**src/core/btcb_defines.vh**
```
/*
 bit-test and compare branch unit constants: opcodes, operand selects, bit map.
 assumes inclusion by core files only.
*/
`ifndef BTCB_DEFINES_VH
`define BTCB_DEFINES_VH
// instruction kinds presented by the decoder
`define BTCB_OP_NONE 3'h0
`define BTCB_OP_BIT_SET 3'h1
`define BTCB_OP_SET_CLEAR 3'h2
`define BTCB_OP_BIT_CLEAR 3'h3
`define BTCB_OP_CARRY_SET 3'h4
`define BTCB_OP_CARRY_CLEAR 3'h5
`define BTCB_OP_COMPARE 3'h6
// compare operand pair forms
`define BTCB_CMP_ACC_IMM 2'h0
`define BTCB_CMP_ACC_DIR 2'h1
`define BTCB_CMP_REG_IMM 2'h2
`define BTCB_CMP_IND_IMM 2'h3
// program memory lengths
`define BTCB_LEN_CARRY 2'h2
`define BTCB_LEN_BIT 2'h3
// bit map
`define BTCB_BIT_SFR_POS 7
`define BTCB_USER_BYTE_BASE 8'h20
`define BTCB_CARRY_BIT_ADDR 8'hd7
`define BTCB_RESET_PC 16'h0000
`endif

```
**src/core/btcb_branch_unit.v**
```verilog
/*
 branch decision for bit-test, carry and compare-jump instructions.
 assumes the decoder gives one-cycle exec pulses with operands already fetched;
 bit_value is the addressed bit's current value (carry value when address is carry).
 the core builds pc_seq from length_reg of the fetched instruction, stores the
 carry flag when carry_we_reg pulses and writes zero to the mapped bit when
 bit_clr_reg pulses; every answer appears one clock after exec.
*/
`timescale 1ns/1ps
`include "btcb_defines.vh"
// Behaviour
// - bit-set branch jumps to target only when the addressed bit is one.
// - set-then-clear branch jumps and clears the bit only when it is one.
// - bit-clear branch jumps only when the addressed bit is zero.
// - carry-set branch tests only carry, no bit address, jumps if one.
// - carry branch is two bytes; bit branch on carry is three; both accepted.
// - carry-clear branch jumps only when carry is zero.
// - compare-jump jumps to its third operand when both operands differ.
// - equal compare operands fall through to the next instruction.
// - compare accepts acc/imm, acc/direct, register/imm, indirect/imm pairs.
// - compare always updates carry, whether the branch is taken or not.
// - carry becomes one when first operand is below second.
// - carry becomes zero when first operand is greater or equal.
// - bit addresses cover 128 user RAM bits and SFR bits above.
module btcb_branch_unit (
	input wire clk,
	input wire resetn,
	input wire exec,
	input wire [2:0] op_kind,
	input wire [15:0] pc_seq,
	input wire [15:0] target,
	input wire [7:0] bit_addr,
	input wire bit_value,
	input wire [1:0] cmp_form,
	input wire [7:0] acc,
	input wire [7:0] dir_byte,
	input wire [7:0] reg_byte,
	input wire [7:0] ind_byte,
	input wire [7:0] imm_byte,
	input wire carry_in,
	output reg [15:0] pc_reg,
	output reg pc_load_reg,
	output reg branch_taken_reg,
	output reg [1:0] length_reg,
	output reg carry_reg,
	output reg carry_we_reg,
	output reg bit_clr_reg,
	output reg [7:0] bit_byte_addr_reg,
	output reg [2:0] bit_lane_reg,
	output reg bit_is_sfr_reg,
	output reg bad_op_reg
);
	wire [7:0] map_byte;
	wire [2:0] map_lane;
	wire map_sfr;
	reg take;
	reg [7:0] lhs;
	reg [7:0] rhs;
	reg clr_next;
	reg cwe_next;
	reg c_next;
	reg [1:0] len_next;
	reg bad_next;
	// per-bit compare terms
	wire [7:0] bit_lt;
	wire [7:0] bit_eq;
	wire [8:0] borrow;
	wire [7:0] diff;
	wire cmp_less;
	wire cmp_differ;
	reg [15:0] pc_next;
	reg pc_load_next;
	reg taken_next;
	reg [1:0] length_next;
	reg carry_next;
	reg carry_we_next;
	reg bit_clr_next;
	reg [7:0] byte_addr_next;
	reg [2:0] lane_next;
	reg sfr_next;
	reg bad_op_next;
	genvar i;
	btcb_bit_map u_map (
		.bit_addr(bit_addr),
		.byte_addr(map_byte),
		.bit_lane(map_lane),
		.is_sfr(map_sfr)
	);
	// operand select apart from the decision, so the borrow chain forms no loop
	always @* begin
		lhs = acc;
		rhs = imm_byte;
		case (cmp_form)
			`BTCB_CMP_ACC_IMM: begin
				lhs = acc;
				rhs = imm_byte;
			end
			`BTCB_CMP_ACC_DIR: begin
				lhs = acc;
				rhs = dir_byte;
			end
			`BTCB_CMP_REG_IMM: begin
				lhs = reg_byte;
				rhs = imm_byte;
			end
			`BTCB_CMP_IND_IMM: begin
				lhs = ind_byte;
				rhs = imm_byte;
			end
			default: begin
				lhs = acc;
				rhs = imm_byte;
			end
		endcase
	end
	// subtract-style borrow chain; its borrow out is the compare's carry
	assign borrow[0] = 1'b0;
	generate
		for (i = 0; i < 8; i = i + 1) begin : g_cmp_bit
			assign bit_lt[i] = ~lhs[i] & rhs[i];
			assign bit_eq[i] = ~(lhs[i] ^ rhs[i]);
			assign diff[i] = ~bit_eq[i] ^ borrow[i];
			assign borrow[i + 1] = bit_lt[i] | (bit_eq[i] & borrow[i]);
		end
	endgenerate
	assign cmp_less = borrow[8]; // unsigned
	assign cmp_differ = |diff;
	always @* begin
		take = 1'b0;
		clr_next = 1'b0;
		cwe_next = 1'b0;
		c_next = carry_in;
		len_next = `BTCB_LEN_BIT;
		bad_next = 1'b0;
		case (op_kind)
			// bit_value carries the carry flag when bit_addr names it
			`BTCB_OP_BIT_SET: begin
				take = bit_value;
			end
			`BTCB_OP_SET_CLEAR: begin
				take = bit_value;
				clr_next = bit_value;
			end
			`BTCB_OP_BIT_CLEAR: begin
				take = ~bit_value;
			end
			`BTCB_OP_CARRY_SET: begin
				take = carry_in;
				len_next = `BTCB_LEN_CARRY;
			end
			`BTCB_OP_CARRY_CLEAR: begin
				take = ~carry_in;
				len_next = `BTCB_LEN_CARRY;
			end
			`BTCB_OP_COMPARE: begin
				take = cmp_differ;
				cwe_next = 1'b1;
				c_next = cmp_less;
			end
			`BTCB_OP_NONE: begin
				take = 1'b0;
			end
			default: begin
				// unknown kinds only flag bad_op; the pc still falls through
				bad_next = 1'b1;
			end
		endcase
	end
	// strobes drop after one cycle; held values stay for the core until the next exec
	always @* begin
		pc_next = pc_reg;
		pc_load_next = exec;
		taken_next = branch_taken_reg;
		length_next = length_reg;
		carry_next = carry_reg;
		carry_we_next = exec & cwe_next;
		bit_clr_next = exec & clr_next;
		byte_addr_next = bit_byte_addr_reg;
		lane_next = bit_lane_reg;
		sfr_next = bit_is_sfr_reg;
		bad_op_next = exec & bad_next;
		if (exec) begin
			pc_next = take ? target : pc_seq;
			taken_next = take;
			length_next = len_next;
			carry_next = c_next;
			byte_addr_next = map_byte;
			lane_next = map_lane;
			sfr_next = map_sfr;
		end
	end
	always @(posedge clk) begin
		if (!resetn) begin
			// reset wins over an exec in the same cycle
			pc_reg <= `BTCB_RESET_PC;
			pc_load_reg <= 1'b0;
			branch_taken_reg <= 1'b0;
			length_reg <= 2'h0;
			carry_reg <= 1'b0;
			carry_we_reg <= 1'b0;
			bit_clr_reg <= 1'b0;
			bit_byte_addr_reg <= 8'h00;
			bit_lane_reg <= 3'h0;
			bit_is_sfr_reg <= 1'b0;
			bad_op_reg <= 1'b0;
		end else begin
			pc_reg <= pc_next;
			pc_load_reg <= pc_load_next;
			branch_taken_reg <= taken_next;
			length_reg <= length_next;
			carry_reg <= carry_next;
			carry_we_reg <= carry_we_next;
			bit_clr_reg <= bit_clr_next;
			bit_byte_addr_reg <= byte_addr_next;
			bit_lane_reg <= lane_next;
			bit_is_sfr_reg <= sfr_next;
			bad_op_reg <= bad_op_next;
		end
	end
endmodule // btcb_branch_unit

```
**src/core/btcb_bit_map.v**
```verilog
/*
 bit address to byte address and bit lane.
 assumes 8-bit bit addresses; purely combinational.
*/
`timescale 1ns/1ps
`include "btcb_defines.vh"
module btcb_bit_map (
	input wire [7:0] bit_addr,
	output reg [7:0] byte_addr,
	output reg [2:0] bit_lane,
	output reg is_sfr
);
	always @* begin
		bit_lane = bit_addr[2:0];
		is_sfr = bit_addr[`BTCB_BIT_SFR_POS];
		if (is_sfr) begin
			byte_addr = {bit_addr[7:3], 3'h0};
		end else begin
			byte_addr = `BTCB_USER_BYTE_BASE + {4'h0, bit_addr[6:3]};
		end
	end
endmodule // btcb_bit_map

```
**config.mk**
```make
export PLATFORM = sky130hd
export DESIGN_NAME = btcb_branch_unit
export DESIGN_NICKNAME = d
export VERILOG_FILES = /design/src/core/btcb_branch_unit.v /design/src/core/btcb_bit_map.v
export VERILOG_INCLUDE_DIRS = /design/src /design/src/core
export SDC_FILE = /design/constraint.sdc
export NUM_CORES = 1
export LEC_CHECK = 0
export ABC_AREA = 1
export BUFFER_PORTS_ARGS = -buffer_cell sky130_fd_sc_hd__buf_4
export CORE_AREA = 4 4 84 66
export CTS_CLUSTER_DIAMETER = 100
export DETAILED_ROUTE_END_ITERATION = 7
export DIE_AREA = 0 0 88 70
export MAX_ROUTING_LAYER = met4
export PLACE_DENSITY = 0.84
export SYNTH_ARGS = -nofsm -noshare
export SYNTH_HDL_FRONTEND = slang
export SYNTH_SLANG_ARGS = --single-unit
```
**constraint.sdc**
```tcl
create_clock -name clk -period 8.7 [get_ports clk]
set_input_delay 0.87 -clock clk [delete_from_list [all_inputs] [get_ports clk]]
set_output_delay 0.87 -clock clk [all_outputs]
set_load 0.01 [all_outputs]
```
* Word-level counts from Yosys, hierarchy flattened
Cells that the tools add are included.
** Cells by class
- Add/subtract/negate cells :: 1
- Equal/unequal tests :: 9
- Multiplexer cells :: 10
- Bitwise operators :: 57
- Reduce and logical (&&, ||, !) cells :: 8
** Operators with widths (count)
- 8-bit case mux with 3 select lines :: 1
- 1-bit bitwise AND :: 18
- 1-bit NOT :: 17
- 16-bit two-way mux :: 1
- 8-bit case mux with 2 select lines :: 1
- 1-bit XOR :: 15
- 3-bit == test, second input constant :: 3
- 8-bit two-way mux :: 1
- 8-bit OR reduction :: 1
- 6-bit by 4-bit adder with 7-bit output, first input constant :: 1
- 1-bit bitwise OR :: 7
- 7-bit OR reduction :: 1
- 3-bit by 2-bit == test with 1-bit output, second input constant :: 2
- 2-bit OR reduction :: 3
- 1-bit two-way mux :: 5
- 1-bit case mux with 5 select lines :: 1
- 2-bit == test, second input constant :: 2
- 3-bit by 1-bit == test with 1-bit output, second input constant :: 1
- 3-bit zero test :: 1
- 3-bit OR reduction :: 1
- 2-bit by 1-bit == test with 1-bit output, second input constant :: 1
- 2-bit zero test :: 1
** Storage, ports and cells
- Register bits after elaboration :: 36
- Input port bits :: 90
- Word-level logic and storage cells :: 96

* Depth between registers and ports, before layout
Gate-level depths: netlist (run 1).
- Depth after elaboration :: 21
- Mapped depth :: 21
- Depth with buffers taken out :: 20

* Modules after synthesis
From an unflattened synthesis (run 1), not the netlist that was laid out.
** Unflattened totals
- Cell total of the unflattened synthesis :: 316
- Area total of the unflattened synthesis :: 2247.2 um2
** By module, submodules not included
- btcb_branch_unit :: instances 1, cells an instance 295, area each 2142.1 um2, sequential area each 720.7 um2
- btcb_bit_map :: instances 1, cells an instance 21, area each 105.1 um2, sequential area each 0.0 um2

* Least setup slack after synthesis (run 1)
Ideal clock, no wire load.
- Path type :: input to register
- Start :: input port cmp_form[1]
- End :: register branch_taken_reg
- Library setup time :: 0.115 ns
- Data arrival time :: 5.028 ns
- Required time :: 8.585 ns
- Setup slack :: 3.557 ns
- Stages :: 20
- Cells stage by stage :: clkinv_1 nor2_1 inv_1 o221ai_1 ha_1 fa_1 inv_1 fa_1 fa_1 fa_1 fa_1 fa_1 fa_1 nor2_1 nand4_1 nand2_2 nand2_4 buf_12 o21ai_0 inv_1
** On the way
- Cells in the longest elaborated chain, start to end :: 20
- Elaborated cells between the ends (all ways) :: 57
** Ends and longest elaborated chain
- from (decl) :: RTL line btcb_branch_unit.v:34 : input wire [1:0] cmp_form,
- 2-bit == test (tied with other cells) :: RTL line btcb_branch_unit.v:93 : case (cmp_form)
- 3-bit OR reduction (no line) / 2-bit OR reduction (equally long branches)
- 8-bit case mux with 2 select lines / 8-bit case mux with 3 select lines (equally long branches) :: RTL line btcb_branch_unit.v:93
- 1-bit XOR / 1-bit NOT (equally long branches) :: RTL line btcb_branch_unit.v:121, btcb_branch_unit.v:120
- 1-bit NOT / 1-bit bitwise AND (equally long branches) :: RTL line btcb_branch_unit.v:121, btcb_branch_unit.v:120
- 1-bit bitwise AND :: RTL line btcb_branch_unit.v:123 : assign borrow[i + 1] = bit_lt[i] | (bit_eq[i] & borrow[i]);
- 1-bit bitwise OR :: RTL line btcb_branch_unit.v:123
- 1-bit bitwise AND :: RTL line btcb_branch_unit.v:123
- (+4 left out)
- 1-bit bitwise OR :: RTL line btcb_branch_unit.v:123
- 1-bit bitwise AND :: RTL line btcb_branch_unit.v:123
- 1-bit bitwise OR :: RTL line btcb_branch_unit.v:123
- 1-bit bitwise AND :: RTL line btcb_branch_unit.v:123
- 1-bit bitwise OR :: RTL line btcb_branch_unit.v:123
- 1-bit XOR :: RTL line btcb_branch_unit.v:122 : assign diff[i] = ~bit_eq[i] ^ borrow[i];
- 8-bit OR reduction * :: RTL line btcb_branch_unit.v:127 : assign cmp_differ = |diff;
- 1-bit case mux with 5 select lines * :: RTL line btcb_branch_unit.v:135 : case (op_kind)
- to (signal assigned) :: RTL line btcb_branch_unit.v:209 : branch_taken_reg <= taken_next;
- to (decl) :: RTL line btcb_branch_unit.v:43 : output reg branch_taken_reg,
Every way passes the cells marked *; elsewhere a longest branch is shown, timed or not.
A chain may end at the register's enable or synchronous reset.

* Worst setup path in the final report (run 1)
- Start :: input port cmp_form[1]
- End :: register pc_reg[13]
** On the way
- Cells in the longest elaborated chain, start to end :: 21
- Elaborated cells between the ends (all ways) :: 58
** Ends and longest elaborated chain
- 2-bit == test (tied with other cells) :: RTL line btcb_branch_unit.v:93
- 3-bit OR reduction (no line) / 2-bit OR reduction (equally long branches)
- 8-bit case mux with 2 select lines / 8-bit case mux with 3 select lines (equally long branches) :: RTL line btcb_branch_unit.v:93
- 1-bit XOR / 1-bit NOT (equally long branches) :: RTL line btcb_branch_unit.v:121, btcb_branch_unit.v:120
- 1-bit NOT / 1-bit bitwise AND (equally long branches) :: RTL line btcb_branch_unit.v:121, btcb_branch_unit.v:120
- 1-bit bitwise AND :: RTL line btcb_branch_unit.v:123
- 1-bit bitwise OR :: RTL line btcb_branch_unit.v:123
- 1-bit bitwise AND :: RTL line btcb_branch_unit.v:123
- (+5 left out)
- 1-bit bitwise AND :: RTL line btcb_branch_unit.v:123
- 1-bit bitwise OR :: RTL line btcb_branch_unit.v:123
- 1-bit bitwise AND :: RTL line btcb_branch_unit.v:123
- 1-bit bitwise OR :: RTL line btcb_branch_unit.v:123
- 1-bit XOR :: RTL line btcb_branch_unit.v:122
- 8-bit OR reduction * :: RTL line btcb_branch_unit.v:127
- 1-bit case mux with 5 select lines * :: RTL line btcb_branch_unit.v:135
- 16-bit two-way mux * :: RTL line btcb_branch_unit.v:183 : pc_next = take ? target : pc_seq;
- to (signal assigned) :: RTL line btcb_branch_unit.v:195 : pc_reg <= `BTCB_RESET_PC;
- to (signal assigned) :: RTL line btcb_branch_unit.v:207 : pc_reg <= pc_next;
- to (decl) :: RTL line btcb_branch_unit.v:41 : output reg [15:0] pc_reg,
Marked as above.

==> results of run 1 <==
==> per-layer routing <==
layer  up-vias  track usage  routed length, um
li1       1165            -                  -
met4         0       0.0733                151
met2        79        0.344               3290
met5         -            -                  0
met1      1098        0.253               2550
met3        13       0.0413                435
==> cells in the mapped netlist (2+ instances only) <==
cell,number
o21ai_0,7
mux2_2,2
buf_6,2
inv_1,48
nand2_2,9
nand4_1,2
a21oi_2,9
clkbuf_8,5
nand3_2,10
nand3_1,30
fa_1,7
clkbuf_1,2
dfxtp_1,35
nor2_1,21
a21oi_1,15
o22ai_1,2
nand2_1,64
mux2i_1,6
nand2_4,4
==> kinds of logic (layout without fill, tap and decap cells) <==
kind of cell,Yosys count,in the layout,share of synthesized area
compound gates,37,37,0.107
flops,35,35,0.317
mux,8,8,0.0373
buf+inv,62,182,0.144
simple gates,144,144,0.326
fa+ha+maj,8,8,0.0690
==> stage by stage <==
| stage | cell area, um2 | hold slack [ns] | cells | util | worst slack [ns] |
|---|---|---|---|---|---|
| after detailed placement | 3100 | 0.451 | 467 | 0.650 | 2.74 |
| after global routing | 3180 | 0.482 | 474 | 0.668 | 2.72 |
| after CTS | 3180 | 0.467 | 474 | 0.668 | 3.05 |
| after global placement | 3100 | 0.436 | 467 | 0.650 | 3.10 |
| final | 3180 | 0.465 | 474 | 0.668 | 3.01 |
| after floorplan | 2210 | 0.467 | 294 | - | 3.56 |
==> power by group through the flow <==
stage          logic, mW  clock network [mW]  registers [mW]
2_1_floorplan     0.0700                   0           0.184
3_5_place_dp       0.132                   0           0.180
3_3_place_gp       0.128                   0           0.180
6_report           0.132               0.120           0.177
4_1_cts            0.133               0.121           0.177
5_1_grt            0.145               0.129           0.178
==> final cells by class <==
cell class / count / share of cell area
Sequential cell: 35 / 0.220
Clock buffer: 6 / 0.0259
Clock inverter: 1 / 0.00157
Inverter: 50 / 0.0590
Timing Repair Buffer: 125 / 0.295
Tap cell: 60 / 0.0236
Multi-Input combinational cell: 197 / 0.375
==> worst reg2reg max path: cells and delay by family, from the launching register on <==
kind,cells,cell delay (ns)
buffers and inverters,1,0.05
and+or+nand+nor,2,0.12
DFF,1,0.31
AOI/OAI and AO/OA,1,0.10
==> how the worst max path moves through the flow <==
stage | slack (ns) | cells past startpoint | end
2_1_floorplan | 3.56 | 20 | branch_taken_reg$_SDFFE_PN0P_
3_3_place_gp | 3.10 | 21 | pc_reg[15]$_SDFFE_PN0P_
3_5_place_dp | 2.74 | 21 | pc_reg[13]$_SDFFE_PN0P_
4_1_cts | 3.05 | 21 | pc_reg[13]$_SDFFE_PN0P_
5_1_grt | 2.72 | 21 | pc_reg[13]$_SDFFE_PN0P_
6_report | 3.01 | 21 | pc_reg[13]$_SDFFE_PN0P_
==> results.json, run 1 <==
{
  "rrSetupSlack_ns": 8.01,
  "endpoint_kind": "flop",
  "clk_path_buf_depth": 2,
  "synth_ff_type": "dfxtp_1",
  "timing.setup.tns_ns": 0,
  "syn_area_mm2": 0.00221,
  "power.total_mw": 0.428,
  "ys_seq_elements": 35,
  "clock_sinks": 35,
  "largest_reg_flops": 16,
  "cts_hold_buffers": 0,
  "antenna_found_initial": 0,
  "combPwrFrac": 0.308,
  "cp_num_buf_inv": 4,
  "path_clk_slew_ns": 0.07,
  "ys_top_cells_by_area": "dfxtp_1, nand2_1, inv_1",
  "critPathArrivalTime_ns": 5.90,
  "max_slew_margin": 0.448,
  "switching_share": 0.301,
  "clkPwrFrac": 0.280,
  "worst_slew_pin_slew_ns": 0.827,
  "critPathMostFrequentCell": "fa_1",
  "drv_slew": 0,
  "drtIter0Drc": 112,
  "fin_crit_ns": 5.69,
  "place_hpwl_um": 5090,
  "post_cts_buffers": 0,
  "clkLatencyLatePin_ns": 0.28,
  "die_w_um": 88,
  "path_class": "primary input to flop",
  "drcViolationCount": 0,
  "layout-drive-gt1-share": 0.411,
  "via_per_inst": 4.97,
  "diodes": 0,
  "synth_edf_count": 0,
  "final_common_cell": "buf_4",
  "tritoncts": "done",
  "skew_ns": 0,
  "syn_avg_cell_area_um2": 7.52,
  "grt_max_degree": 29,
  "core_region_area_mm2": 0.00476,
  "rr_startpoint": "branch_taken_reg$_SDFFE_PN0P_",
  "finalHoldViolCount": 0,
  "status": "completed",
  "dieArea_mm2": 0.00616,
  "cpLargestDelayFamily": "adder cells",
  "irDropWorstVdd_mv": 0.127,
  "ys_seq_area_frac": 0.317,
  "crit_start": "cmp_form[1]",
  "antenna_left": 0,
  "min_path_cells": 2,
  "start_util": 0.465,
  "cts_made_buffers": 5,
  "yosysTopAreaCellShare": 0.317,
  "cp_data_required_time_ns": 8.91,
  "min_period_over_period": 0.654,
  "firstDrtPassIters": 4,
  "setup_violations": 0,
  "async_flop_share": 0,
  "rsz0062_at_grt": "false",
  "critPathSlowestCell": "fa_1",
  "power_frac_seq": 0.412,
  "worstHoldStart": "bit_byte_addr_reg[0]$_SDFFE_PN0P_",
  "synth_cell_type_count": 33,
  "grt_overflow": 0,
  "nFillCells": 416,
  "fin_nets": 512,
  "vias": 2355,
  "cap_viol_max_count": 0,
  "crit_path_start_kind": "primary input",
  "cts-root-buf": "clkbuf_8",
  "cts_repair_resize_count": 0,
  "syn_to_final_growth_pct": 43.9,
  "ios": 126,
  "syn_nets": 392,
  "cellLeakagePower_nw": 1.71,
  "syn-instance-count": 294,
  "avgRoutedWirePerCell_um": 13.6,
  "first_global_vias": 2155,
  "crit_chain": "buf_4, clkinv_1, nor2_1, inv_1, o221ai_1, ha_1, fa_1, inv_1, fa_1, fa_1, fa_1, fa_1, fa_1, fa_1, nor2_1, nand4_1, nand2_2, nand2_4, nand2_1, nand3_1, a21oi_1",
  "min_to": "bit_byte_addr_reg[0]$_SDFFE_PN0P_",
  "max_freq_mhz": 176,
  "layout_common_cells": "buf_4, nand2_1, inv_1, dfxtp_1, nand3_1",
  "die_h_um": 70,
  "slowest_delay_ns": 0.44,
  "reg2reg_depth": 4,
  "p_sw_mw": 0.129,
  "regArea_um2": 701,
  "hold_class": "flop to flop",
  "htree_levels": 2,
  "multi_input_area_mm2": 0.00119,
  "io_buffers": 125,
  "yosys_warnings": 0,
  "p_per_area_mw_per_mm2": 135,
  "path_max_fanout": 17,
  "p_int_mw": 0.299,
  "grt_usage": 0.209,
  "drt-total-wl_um": 6430,
  "yosysTopAreaCell": "dfxtp_1",
  "rows": 22,
  "gp_congestion": 0.846,
  "grt_pass1_wl_um": 9830,
  "timing.rr.end": "branch_taken_reg$_SDFFE_PN0P_"
}
Power figures use the tool's default switching activity.
==> run 2: changes to the inputs <==
--- a/config.mk
+++ b/config.mk
@@ -8,12 +8,12 @@
 export LEC_CHECK = 0
 export ABC_AREA = 1
 export BUFFER_PORTS_ARGS = -buffer_cell sky130_fd_sc_hd__buf_4
-export CORE_AREA = 4 4 84 66
+export CORE_AREA = 4 4 87 69
 export CTS_CLUSTER_DIAMETER = 100
 export DETAILED_ROUTE_END_ITERATION = 7
-export DIE_AREA = 0 0 88 70
+export DIE_AREA = 0 0 91 73
 export MAX_ROUTING_LAYER = met4
-export PLACE_DENSITY = 0.84
+export PLACE_DENSITY = 0.78
 export SYNTH_ARGS = -nofsm -noshare
 export SYNTH_HDL_FRONTEND = slang
 export SYNTH_SLANG_ARGS = --single-unit
==> constraint.sdc (replaced) <==
create_clock -name clk -period 5.5 [get_ports clk]
set_input_delay 0.55 -clock clk [delete_from_list [all_inputs] [get_ports clk]]
set_output_delay 0.55 -clock clk [all_outputs]
set_load 0.01 [all_outputs]
==> results.json, run 2 (same netlist as run 1, synthesis figures left out) <==
{
  "cap_viol_max_count": 0,
  "cellLeakagePower_nw": 1.73,
  "cp_num_buf_inv": 5,
  "grt_pass1_wl_um": 10400,
  "cp_data_required_time_ns": 5.62,
  "cts_repair_resize_count": 0,
  "crit_path_start_kind": "primary input",
  "antenna_found_initial": 0,
  "worst_slack_ns": 0.600,
  "critPathSlowestCell": "fa_1",
  "path_clk_slew_ns": 0.07,
  "min_path_cells": 2,
  "place_area_mm2": 0.00312,
  "nFillCells": 485,
  "diodes": 0,
  "min_period_over_period": 0.891,
  "core_region_area_mm2": 0.00518,
  "design_area_mm2": 0.00321,
  "path_class": "primary input to flop",
  "endpoint_kind": "flop",
  "cts_hold_buffers": 0,
  "fin_nets": 515,
  "drt-total-wl_um": 6360,
  "htree_levels": 2,
  "final_common_cell": "buf_4",
  "die_h_um": 73,
  "setup_violations": 0,
  "worstHoldStart": "length_reg[1]$_SDFFE_PN0P_",
  "max_slew_margin": 0.425,
  "rows": 23,
  "drcViolationCount": 0,
  "crit_chain": "buf_4, clkinv_1, nor2_1, inv_1, o221ai_1, ha_1, fa_1, inv_1, fa_1, fa_1, fa_1, fa_1, fa_1, fa_1, nor2_1, nand4_1, nand2_2, buf_4, nand3_1, nand3_1, a21oi_1",
  "clk_path_buf_depth": 2,
  "drv_slew": 0,
  "hold_class": "flop to flop",
  "avgRoutedWirePerCell_um": 13.3,
  "vias": 2338,
  "firstDrtPassIters": 4,
  "p_per_area_mw_per_mm2": 209,
  "dieArea_mm2": 0.00664,
  "path_max_fanout": 9,
  "start_util": 0.427,
  "io_buffers": 125,
  "timing.rr.end": "branch_taken_reg$_SDFFE_PN0P_",
  "first_global_vias": 2196,
  "finalHoldViolCount": 0,
  "die_w_um": 91,
  "worst_slew_pin_slew_ns": 0.862,
  "rsz0062_at_grt": "false",
  "tritoncts": "done",
  "gp_congestion": 0.861,
  "clkLatencyLatePin_ns": 0.28,
  "holdWs_ns": 0.458,
  "largest_reg_flops": 16,
  "drtIter0Drc": 109,
  "fin_crit_ns": 4.90,
  "skew_ns": 0,
  "status": "completed",
  "cts_made_buffers": 5,
  "timing.setup.tns_ns": 0,
  "antenna_left": 0,
  "layout_common_cells": "buf_4, nand2_1, inv_1, dfxtp_1, nand3_1",
  "grt_overflow": 0,
  "power.total_mw": 0.671,
  "place_hpwl_um": 5070,
  "cts-root-buf": "clkbuf_8",
  "reg2reg_depth": 4,
  "slowest_delay_ns": 0.44,
  "grt_max_degree": 29,
  "max_freq_mhz": 204,
  "critPathMostFrequentCell": "fa_1",
  "cpLargestDelayFamily": "adder cells",
  "ios": 126,
  "post_cts_buffers": 0,
  "irDropWorstVdd_mv": 0.197,
  "critPathArrivalTime_ns": 5.02,
  "syn_to_final_growth_pct": 45.0,
  "via_per_inst": 4.88,
  "rrSetupSlack_ns": 4.80,
  "layout-drive-gt1-share": 0.415,
  "grt_usage": 0.197,
  "clock_sinks": 35,
  "dp_slack_ns": 0.278,
  "rr_startpoint": "branch_taken_reg$_SDFFE_PN0P_",
  "min_to": "length_reg[1]$_SDFFE_PN0P_"
}
-- run 2: cell types whose count changed in the layout (fill, tap and decap cells not counted) --
cell / change
buf_4: +3
-- run 2: layout make-up --
cell class,instances,area [um2],area share
Clock buffer,6,82.6,0.0257
Clock inverter,1,5.00,0.00156
Inverter,50,188,0.0585
Multi-Input combinational cell,197,1190,0.372
Sequential cell,35,701,0.218
Tap cell,62,77.6,0.0242
Timing Repair Buffer,128,961,0.300
-- run 2: worst register-to-register path, delay by kind of cell, from the launching register on --
kind	cells	cell delay [ns]
flops	1	0.32
compound gates	1	0.10
simple gates	2	0.12
buf+inv	1	0.05
-- run 2: worst max-delay path by stage --
| stage | startpoint | endpoint | slack, ns | cells past startpoint |
|---|---|---|---|---|
| after CTS | cmp_form[1] | pc_reg[10]$_SDFFE_PN0P_ | 0.59 | 21 |
| after detailed placement | cmp_form[1] | pc_reg[10]$_SDFFE_PN0P_ | 0.28 | 21 |
| after floorplan | cmp_form[1] | branch_taken_reg$_SDFFE_PN0P_ | 0.68 | 20 |
| after global routing | cmp_form[1] | pc_reg[11]$_SDFFE_PN0P_ | 0.23 | 21 |
| final | cmp_form[1] | pc_reg[11]$_SDFFE_PN0P_ | 0.60 | 21 |
| after global placement | cmp_form[1] | pc_reg[0]$_SDFFE_PN0P_ | 0.46 | 21 |
-- run 2: metal layers --
| metal | routed length [um] | part of all wire | track usage |
|---|---|---|---|
| met1 | 2770 | 0.44 | 0.254 |
| met4 | 134 | 0.021 | 0.0619 |
| met3 | 340 | 0.053 | 0.0433 |
| met5 | 0 | 0 | - |
| met2 | 3110 | 0.49 | 0.310 |
-- run 2: power by group --
part	switching (mW)	internal, mW
clock network	0.0876	0.0982
registers	0.00902	0.270
logic	0.101	0.105
-- run 2: stage by stage --
step,utilization,instances
final,0.619,479
after global routing,0.619,479
after CTS,0.619,479
after detailed placement,0.602,472
after global placement,0.602,472
after floorplan,-,294
